`config.mk`:
```
export PLATFORM = sky130hd
export DESIGN_NAME = btae_encoder
export DESIGN_NICKNAME = d
export VERILOG_FILES = /design/src/core/btae_pkg.sv /design/src/core/btae_code_map.sv /design/src/core/btae_encoder.sv /design/src/core/btae_line_track.sv
export SDC_FILE = /design/constraint.sdc
export NUM_CORES = 1
export LEC_CHECK = 0
export BUFFER_PORTS_ARGS = -buffer_cell sky130_fd_sc_hd__buf_2
export CAP_MARGIN = 20
export CORE_MARGIN = 5
export CORE_UTILIZATION = 28
export CTS_BUF_LIST = sky130_fd_sc_hd__clkbuf_8
export DETAILED_ROUTE_END_ITERATION = 6
export GPL_ROUTABILITY_DRIVEN = 0
export GPL_TIMING_DRIVEN = 0
export SLEW_MARGIN = 20
export SYNTH_ARGS = -nofsm -noshare
export SYNTH_HDL_FRONTEND = slang
export SYNTH_HIERARCHICAL = 1
export SYNTH_SLANG_ARGS = --single-unit
```
`constraint.sdc`:
```
create_clock -name core_clk -period 3.1 [get_ports core_clk]
set_input_delay 0.62 -clock core_clk [delete_from_list [all_inputs] [get_ports core_clk]]
set_output_delay 0.62 -clock core_clk [all_outputs]
set_load 0.03 [all_outputs]
```
`src/core/btae_pkg.sv`:
```
/*
  Package for the transfer-attribute encoder: line states, operation
  kinds, transfer codes and the address-retry re-present machine states.
  Assumes a single core clock domain.
*/
package btae_pkg;
  localparam int BTAE_CODE_W = 3;
  localparam int BTAE_SIZE_W = 3;
  localparam int BTAE_EAR_W = 32;
  // external access register bit positions for the resource identifier
  localparam int BTAE_EAR_ID_BIT = 28;
  localparam int BTAE_EAR_SIZE_LSB = 29;
  // transfer codes (bit 0 of the bus is the leftmost printed bit)
  localparam logic [2:0] BTAE_TC_000 = 3'h0;
  localparam logic [2:0] BTAE_TC_010 = 3'h2;
  localparam logic [2:0] BTAE_TC_100 = 3'h4;
  localparam logic [2:0] BTAE_TC_RST = 3'h0;
  localparam logic [2:0] BTAE_SIZE_RST = 3'h0;
  // cache line states
  localparam logic [1:0] BTAE_LINE_I = 2'h0;
  localparam logic [1:0] BTAE_LINE_S = 2'h1;
  localparam logic [1:0] BTAE_LINE_E = 2'h2;
  localparam logic [1:0] BTAE_LINE_M = 2'h3;
  // operation kinds offered by the cache side
  localparam logic [2:0] BTAE_OP_NORMAL = 3'h0;
  localparam logic [2:0] BTAE_OP_CASTOUT = 3'h1;
  localparam logic [2:0] BTAE_OP_CLEAN = 3'h2;
  localparam logic [2:0] BTAE_OP_FLUSH = 3'h3;
  localparam logic [2:0] BTAE_OP_PUSH_RD = 3'h4;
  localparam logic [2:0] BTAE_OP_PUSH_KILL = 3'h5;
  localparam logic [2:0] BTAE_OP_ECW = 3'h6;

  typedef enum logic [2:0] {
    BTAE_ST_IDLE = 3'h1,
    BTAE_ST_TENURE = 3'h2,
    BTAE_ST_REPRESENT = 3'h4
  } btae_state_type;
endpackage

```
`src/core/btae_code_map.sv`:
```
/*
  Combinational transfer-code map: turns an operation kind, its source
  and the first-try flag into write-through level and transfer code.
  Assumes inputs are stable while the address tenure is presented.
*/
`timescale 1ns/1ps
module btae_code_map
  import btae_pkg::*;
(
  input wire logic [2:0] op_kind,
  input wire logic from_cbb,
  input wire logic first_try,
  output logic wt_level,
  output logic [2:0] code
);
  // first presentation of a copy-back write is sent in ambiguous form
  wire ambiguous = from_cbb && first_try &&
    (op_kind == BTAE_OP_CASTOUT || op_kind == BTAE_OP_CLEAN ||
     op_kind == BTAE_OP_FLUSH);
  // wt_level is the raw pin level: 0 means the active-low pin asserted
  assign wt_level = ambiguous ? 1'b0 :
    (op_kind == BTAE_OP_CASTOUT) ? 1'b1 : 1'b0;
  assign code =
    ambiguous ? BTAE_TC_000 :
    (op_kind == BTAE_OP_CASTOUT) ? BTAE_TC_100 :
    (op_kind == BTAE_OP_FLUSH) ? BTAE_TC_100 :
    (op_kind == BTAE_OP_CLEAN) ? BTAE_TC_000 :
    (op_kind == BTAE_OP_PUSH_RD) ? BTAE_TC_010 :
    (op_kind == BTAE_OP_PUSH_KILL) ? BTAE_TC_100 :
    BTAE_TC_000;
endmodule

```
`src/core/btae_encoder.sv`:
```
/*
  Transfer-attribute encoder of the processor bus master: drives burst
  indicator, transfer code, write-through level and transfer size with
  the address tenure, and re-presents retried copy-back entries.
  Assumes a system bus party that samples attributes with the address
  and may retry a tenure with address_retry one cycle after its start.
*/
`timescale 1ns/1ps

// Summary of operation
// burst indicator asserted for whole burst, negated otherwise.
// control word access drives access register bit 28 on burst pin.
// control word access drives access register bits 29-31 on size.
// in I/O protocol the burst pin is an input sampled as code bit.
// attributes driven and released together with the address bus.
// three-bit transfer code qualifies each transaction with write-through.
// write-through value is the raw pin level, active low.
// first copy-back write goes out ambiguous, write-through low, code xx0.
// outside party retries the ambiguous write to resolve it.
// after retry, re-present with exact code; only direct push may pass. Code also holds the re-present for a new snoop.
// block clean makes line exclusive on entering copy-back queue.
// queued clean line may become modified or invalid before tenure ends.
// read snoop hit on modified line goes shared, push code 010, bus requested.
// copy-back read push keeps shared copy for clean, else invalid.
// outside party retries copy-back read push to learn line outcome.
// retried copy-back 010 push returns next with flush, clean or cast-out code.
// retried 010 push still coded as read push came from data cache.
// kill-type snoop push uses code 100, bus requested, line invalid.
module btae_encoder
  import btae_pkg::*;
(
  input wire logic core_clk,
  input wire logic arst_n,
  input wire logic req_valid,
  input wire logic [2:0] req_op,
  input wire logic req_burst,
  input wire logic req_from_cbb,
  input wire logic [2:0] req_size,
  input wire logic [1:0] req_line_state,
  input wire logic [BTAE_EAR_W-1:0] external_access_reg,
  input wire logic io_protocol,
  input wire logic burst_indicator_in,
  input wire logic address_retry,
  input wire logic tenure_done,
  input wire logic snoop_new,
  input wire logic direct_push_valid,
  input wire logic store_hit,
  input wire logic kill_hit,
  output logic req_ready,
  output logic transfer_start,
  output logic addr_oe,
  output logic burst_indicator,
  output logic burst_indicator_oe,
  output logic [2:0] transfer_code,
  output logic write_through_pin,
  output logic [2:0] transfer_size,
  output logic bus_request,
  output logic io_code_bit,
  output logic [1:0] line_state
);
  // ==========================================================
  // held entry
  btae_state_type state_reg;
  btae_state_type state_next;
  logic [2:0] op_reg;
  logic burst_reg;
  logic cbb_reg;
  logic first_reg;
  logic [2:0] size_reg;
  logic ts_reg;
  logic oe_reg;
  logic bi_reg;
  logic bi_oe_reg;
  logic [2:0] tc_reg;
  logic wt_reg;
  logic [2:0] tsiz_reg;
  logic br_reg;
  logic ready_reg;
  logic io_reg;
  logic cbb_clean_reg;

  wire logic map_wt;
  wire logic [2:0] map_code;
  wire logic take = req_valid && ready_reg;
  // attributes go out on the edge that takes the request, so the
  // first tenure cycle reads the request itself, not the held copy
  wire logic [2:0] op_cur = take ? req_op : op_reg;
  wire logic burst_cur = take ? req_burst : burst_reg;
  wire logic cbb_cur = take ? req_from_cbb : cbb_reg;
  wire logic first_cur = take || first_reg;
  wire logic [2:0] size_cur = take ? req_size : size_reg;
  // a direct data-cache push may overtake a pending re-present
  wire logic take_direct = state_reg == BTAE_ST_REPRESENT &&
    direct_push_valid;
  wire logic is_ecw = op_cur == BTAE_OP_ECW;
  wire logic is_push = op_cur == BTAE_OP_PUSH_RD ||
    op_cur == BTAE_OP_PUSH_KILL;
  wire logic retried = state_reg == BTAE_ST_TENURE && address_retry;
  wire logic finished = state_reg == BTAE_ST_TENURE && tenure_done &&
    !address_retry;
  // copy-back read push resolves to its underlying entry on re-present
  wire logic cbb_push = op_reg == BTAE_OP_PUSH_RD && cbb_reg;

  // ==========================================================
  // code map
  btae_code_map u_map (
    .op_kind(op_cur),
    .from_cbb(cbb_cur),
    .first_try(first_cur),
    .wt_level(map_wt),
    .code(map_code)
  );

  // ==========================================================
  // elaboration checks
  // the id bit and the size field must lie inside the access register
  if (BTAE_EAR_ID_BIT >= BTAE_EAR_W) begin : g_id_range
    $error("access register too narrow for the id bit");
  end
  if (BTAE_EAR_SIZE_LSB + BTAE_SIZE_W > BTAE_EAR_W) begin : g_size_range
    $error("access register too narrow for the size field");
  end
  // resource id is one contiguous field: id bit just above the size
  if (BTAE_EAR_ID_BIT + 1 != BTAE_EAR_SIZE_LSB) begin : g_id_order
    $error("id bit must sit next to the size field");
  end
  // the pins are fixed at three bits each
  if (BTAE_CODE_W != 3 || BTAE_SIZE_W != 3) begin : g_pin_width
    $error("transfer code and size pins must be three bits wide");
  end

  // ==========================================================
  // line tracking
  function automatic logic [1:0] btae_done_state(input logic [2:0] op,
                                                 input logic [1:0] cur);
    case (op)
      BTAE_OP_PUSH_RD: btae_done_state = cbb_push ?
        BTAE_LINE_S : BTAE_LINE_S;
      BTAE_OP_CLEAN: btae_done_state = cur;
      BTAE_OP_NORMAL,
      BTAE_OP_ECW: btae_done_state = cur;
      default: btae_done_state = BTAE_LINE_I;
    endcase
  endfunction

  // clean goes exclusive, read push of a modified line shared, on entering the queue
  wire logic [1:0] load_state =
    (req_op == BTAE_OP_CLEAN) ? BTAE_LINE_E :
    (req_op == BTAE_OP_PUSH_RD &&
     req_line_state == BTAE_LINE_M) ? BTAE_LINE_S :
    (req_op == BTAE_OP_PUSH_KILL) ? BTAE_LINE_I :
    req_line_state;
  wire logic [1:0] push_done = (cbb_reg && op_reg == BTAE_OP_PUSH_RD) ?
    (cbb_clean_reg ? BTAE_LINE_S : BTAE_LINE_I) :
    btae_done_state(op_reg, line_state);

  btae_line_track u_line (
    .core_clk(core_clk),
    .arst_n(arst_n),
    .load(take),
    .load_state(load_state),
    .store_hit(store_hit && op_reg == BTAE_OP_CLEAN),
    .kill_hit(kill_hit),
    .done(finished),
    .done_state(push_done),
    .line_state(line_state)
  );

  // ==========================================================
  // sequencer
  always_comb begin
    state_next = state_reg;
    case (state_reg)
      BTAE_ST_IDLE: if (take) state_next = BTAE_ST_TENURE;
      BTAE_ST_TENURE: begin
        if (retried) begin
          state_next = BTAE_ST_REPRESENT;
        end else if (tenure_done) begin
          state_next = BTAE_ST_IDLE;
        end
      end
      // re-present at once unless a new snoop or a direct data-cache push goes first
      // a new snoop or a direct data-cache push may go ahead of the re-present
      BTAE_ST_REPRESENT: begin
        if (!snoop_new && !direct_push_valid) begin
          state_next = BTAE_ST_TENURE;
        end
      end
      default: state_next = BTAE_ST_IDLE;
    endcase
  end

  wire logic start_now = take ||
    (state_reg == BTAE_ST_REPRESENT && !snoop_new &&
     !direct_push_valid);
  // address and attributes share one enable so they release together
  wire logic oe_next = state_next == BTAE_ST_TENURE;

  always_ff @(posedge core_clk or negedge arst_n) begin
    if (!arst_n) begin
      state_reg <= BTAE_ST_IDLE;
      ready_reg <= 1'b1;
    end else begin
      state_reg <= state_next;
      ready_reg <= state_next == BTAE_ST_IDLE;
    end
  end

  // a copy-back entry whose line is still cached can only be a clean;
  // after a flush or cast-out the cache no longer holds the line
  wire logic cbb_was_clean = req_op == BTAE_OP_CLEAN ||
    (req_from_cbb && req_line_state != BTAE_LINE_I);

  // fields that only a new request changes
  always_ff @(posedge core_clk or negedge arst_n) begin
    if (!arst_n) begin
      burst_reg <= 1'b0;
      cbb_reg <= 1'b0;
      cbb_clean_reg <= 1'b0;
      size_reg <= BTAE_SIZE_RST;
    end else if (take) begin
      burst_reg <= req_burst;
      cbb_reg <= req_from_cbb;
      cbb_clean_reg <= cbb_was_clean;
      size_reg <= req_size;
    end
  end

  // a retry turns the entry into its resolved form
  always_ff @(posedge core_clk or negedge arst_n) begin
    if (!arst_n) begin
      op_reg <= BTAE_OP_NORMAL;
      first_reg <= 1'b1;
    end else if (take) begin
      op_reg <= req_op;
      first_reg <= 1'b1;
    end else if (retried) begin
      first_reg <= 1'b0;
      if (cbb_push) begin
        op_reg <= cbb_clean_reg ? BTAE_OP_CLEAN :
          BTAE_OP_FLUSH;
      end
    end
  end

  // ==========================================================
  // pin drivers
  wire logic [2:0] size_out = is_ecw ?
    external_access_reg[BTAE_EAR_W-1-BTAE_EAR_SIZE_LSB -: 3] :
    size_cur;
  // ear bit 28 in big-endian numbering is vector bit 31-28
  wire logic bi_out = is_ecw ?
    external_access_reg[BTAE_EAR_W-1-BTAE_EAR_ID_BIT] :
    burst_cur;

  // tenure framing; no start while a direct push owns the bus
  always_ff @(posedge core_clk or negedge arst_n) begin
    if (!arst_n) begin
      ts_reg <= 1'b0;
      oe_reg <= 1'b0;
      bi_oe_reg <= 1'b0;
      br_reg <= 1'b0;
    end else begin
      ts_reg <= start_now && !take_direct;
      oe_reg <= oe_next;
      bi_oe_reg <= oe_next && !io_protocol;
      br_reg <= (oe_next && is_push) || take_direct;
    end
  end

  // attributes sit at their idle values outside a tenure
  always_ff @(posedge core_clk or negedge arst_n) begin
    if (!arst_n) begin
      bi_reg <= 1'b0;
      tc_reg <= BTAE_TC_RST;
      wt_reg <= 1'b1;
      tsiz_reg <= BTAE_SIZE_RST;
    end else begin
      bi_reg <= oe_next && bi_out;
      tc_reg <= oe_next ? map_code : BTAE_TC_RST;
      wt_reg <= oe_next ? map_wt : 1'b1;
      tsiz_reg <= oe_next ? size_out : BTAE_SIZE_RST;
    end
  end

  // burst pin read back as a code bit under the I/O protocol
  always_ff @(posedge core_clk or negedge arst_n) begin
    if (!arst_n) begin
      io_reg <= 1'b0;
    end else begin
      io_reg <= burst_indicator_in;
    end
  end

  assign req_ready = ready_reg;
  assign transfer_start = ts_reg;
  assign addr_oe = oe_reg;
  assign burst_indicator = bi_reg;
  assign burst_indicator_oe = bi_oe_reg;
  assign transfer_code = tc_reg;
  assign write_through_pin = wt_reg;
  assign transfer_size = tsiz_reg;
  assign bus_request = br_reg;
  assign io_code_bit = io_reg;
endmodule

```
`src/core/btae_line_track.sv`:
```
/*
  Cache-line state tracker for the single line held by the pending
  copy-back or snoop push entry. Assumes one entry is tracked at a time.
*/
`timescale 1ns/1ps
module btae_line_track
  import btae_pkg::*;
(
  input wire logic core_clk,
  input wire logic arst_n,
  input wire logic load,
  input wire logic [1:0] load_state,
  input wire logic store_hit,
  input wire logic kill_hit,
  input wire logic done,
  input wire logic [1:0] done_state,
  output logic [1:0] line_state
);
  logic [1:0] line_reg;
  logic [1:0] line_next;

  // priority: queue entry, then completion, then later kill, then store
  assign line_next = load ? load_state :
    done ? done_state :
    kill_hit ? BTAE_LINE_I :
    (store_hit && line_reg != BTAE_LINE_I) ? BTAE_LINE_M :
    line_reg;

  always_ff @(posedge core_clk or negedge arst_n) begin
    if (!arst_n) begin
      line_reg <= BTAE_LINE_I;
    end else begin
      line_reg <= line_next;
    end
  end

  assign line_state = line_reg;
endmodule

```
==> impl_metrics.env <==
export IMPL_initial_core_util=0.290
export IMPL_viasPerCell=4.47
export IMPL_r2r_slack_ns=1.21
export IMPL_core_area_sq_um=4750
export IMPL_synth_cell_types=39
export IMPL_clk_pin_slew_worst_paths_ns=0.07
export IMPL_grt_pass1_vias=1165
export IMPL_die_y_um=80.2
export IMPL_numCtsBuffers=5
export IMPL_grt_pass1_wl_um=5310
export IMPL_hp_class="in -> async"
export IMPL_rr_worst_depth=6
export IMPL_cap_violations=0
export IMPL_grt_start_max_net_pins=30
export IMPL_overflow=0
export IMPL_max_slew_margin_rel=0.569
export IMPL_m1WireLength_um=1520
export IMPL_utilization=0.374
export IMPL_post_cts_setup_buffers=0
export IMPL_wl_met2_um=1460
export IMPL_wirelength_um=3220
export IMPL_root_buffer="clkbuf_8"
export IMPL_synth_top_family_by_area="simple AND/OR/NAND/NOR gates"
export IMPL_rsz0062_at_grt="false"
export IMPL_fmax_mhz=529
export IMPL_num_rows=25
export IMPL_fin_setup_tns_ns=0
export IMPL_status="finished clean"
export IMPL_port_buffers=40
export IMPL_post_cts_resize_count=0
export IMPL_muxShareOfSynthArea=0.0326
export IMPL_yosys_warnings=6
export IMPL_syn2layout_area_growth_pct=29.0
export IMPL_synth_cells=138
export IMPL_slew_viol_final=0
export IMPL_die_width_um=80.2
export IMPL_sw_frac_of_total=0.381
export IMPL_syn_area_per_cell_sq_um=10.0
export IMPL_cp_max_fo=9
export IMPL_crit_type="reg -> reg"
export IMPL_layout_drive_gt1_share=0.355
export IMPL_cts_sink_count=29
export IMPL_switchingPower_mw=0.602
export IMPL_powerDensity_nw_per_um2=888
export IMPL_worstSetupStartpointType="flip-flop"
export IMPL_syn_num_nets=191
export IMPL_detail_route_first_pass_iterations=4
export IMPL_die_area_sq_um=6430
export IMPL_worst_setup_path_end_kind="flip-flop"
export IMPL_p_int_mw=0.980
export IMPL_io_pins=69
export IMPL_pwr_share_comb=0.367
export IMPL_peakVddDrop_v=0.000268
export IMPL_clock_skew_ns=0.00734
export IMPL_yosys_area_share_simple=0.273
export IMPL_ys_ff_latch=29
export IMPL_antenna_cells=0
export IMPL_routedWlPerCell_um=12.7
export IMPL_synthAdderAreaFrac=0
export IMPL_regArea_sq_um=731
export IMPL_wl_met3_um=222
export IMPL_clk_insertion_delay_late_ns=0.28
export IMPL_fin_crit_sh=0.610
export IMPL_highest_layer="met4"
export IMPL_syn_cell_area_sq_um=1380
export IMPL_fillers=512
export IMPL_p_leak_nw=0.867
export IMPL_synthXorXnorAreaFrac=0
export IMPL_hold_buffers=0
export IMPL_critPathArrivalTime_ns=2.12
export IMPL_finalHoldViolCount=0
export IMPL_crit_required_ns=3.33
export IMPL_hpwl_um=2450
export IMPL_nets=238
export IMPL_drt_iter0_drc=39
export IMPL_grt_usage=0.108
export IMPL_synth_compound_area_share=0.128
export IMPL_clk_path_buf_depth=2
export IMPL_multi_input_area_sq_um=602
export IMPL_drc=0
export IMPL_synth_sequential_area_ratio=0.529
export IMPL_tightest_slew_ns=0.646
export IMPL_cts_tree="done"
export IMPL_setup_viol=0
export IMPL_period_needed_ns=1.89
export IMPL_p_seq_frac=0.377
export IMPL_grt_antenna_before_repair=0
export IMPL_cts_htree_levels=2
export IMPL_ant_nets=0
export IMPL_vias=1130
export IMPL_p_clk_frac=0.256
Yosys cell counts, drive strengths merged:
cell type	n	area (sq um)
dfrtp	25	626
nand2	20	77.6
nor2	11	41.3
a21oi	10	50.1
nor3	9	45.0
inv	8	32.5
o21ai	6	30.0
dfstp	4	105
mux2	4	45.0
nand2b	4	25.0
nand3b	4	30.0
and2	3	18.8
nor3b	3	38.8
a31oi	2	12.5
and3	2	12.5
buf	2	15.0
nand3	2	10.0
o211a	2	20.0
o211ai	2	15.0
o21a	2	22.5
a22oi	1	7.51
a311oi	1	8.76
a32o	1	10.0
and4bb	1	12.5
conb	1	3.75
nand4	1	6.26
nand4b	1	8.76
nor2b	1	6.26
nor4	1	6.26
nor4b	1	15.0
nor4bb	1	10.0
or2	1	6.26
or3	1	6.26
placed cells by master, fill, tap and decap left out, types with 2 or more instances in the layout:
master    netlist  layout
nand3_1         2       2
nor3_1          9       9
and2_1          3       3
buf_4           2       2
nand3b_1        4       4
o211a_1         2       2
dfrtp_1        25      25
o21ai_0         6       6
dfstp_2         4       4
nor2_1         11      11
clkbuf_8        0       6
a21oi_1        10      10
inv_1           6       7
a31oi_1         2       2
o211ai_1        2       2
nand2_1        19      19
mux2_2          4       4
and3_1          2       2
buf_2           0      40
nand2b_1        4       4
kinds of logic after synthesis:
logic type | count (synthesis)
buffers and inverters | 10
muxes | 4
other | 1
DFF | 29
and+or+nand+nor | 67
AOI/OAI and AO/OA | 27
critical path: stages (launching register included):
cell	delay, ns
dfstp_2	0.55
nand2_2	0.13
a21oi_1	0.50
inv_1	0.27
nor2_1	0.15
and3_1	0.15
nand2b_1	0.09
routing by layer:
layer | track usage | vias up
li1 | - | 576
met1 | 0.138 | 524
met2 | 0.166 | 28
met3 | 0.0482 | 2
met4 | 0.0304 | 0
met5 | 0 | -
final cells by class:
cell class,count,area share
clock inverters,2,0.0190
well taps,67,0.0471
flip-flops and latches,29,0.410
inverters,8,0.0183
clock buffers,6,0.0464
multi-input cells,99,0.338
plain buffers,2,0.00843
repair buffers,40,0.112
power groups by stage:
stage	Combinational (mW)	Sequential [mW]	Clock (mW)
after floorplan	0.305	0.711	0
after global placement	0.581	0.601	0
after detailed placement	0.587	0.603	0
after CTS	0.589	0.597	0.417
after global routing	0.641	0.613	0.435
final	0.580	0.596	0.405
metrics by stage:
step,hold slack (ns),area (sq um),instances,setup WS [ns],power (mW)
6_report,0.356,1780,253,1.21,1.58
5_1_grt,0.417,1780,253,1.12,1.69
4_1_cts,0.391,1780,253,1.22,1.60
3_5_place_dp,0.493,1660,245,1.03,1.19
3_3_place_gp,0.483,1660,245,1.05,1.18
2_1_floorplan,0.324,1380,138,1.44,1.02
final timing paths:
kind                               startpoint                    to
max reg2reg                         req_ready     write_through_pin
max in group asynchronous              arst_n           size_reg[2]
min                                    arst_n  u_line/line_state[0]
min reg2reg                         burst_reg             burst_reg
max                                 req_ready     write_through_pin
min in group core_clk      burst_indicator_in           io_code_bit
No activity file was read; power rests on OpenSTA's default activity.
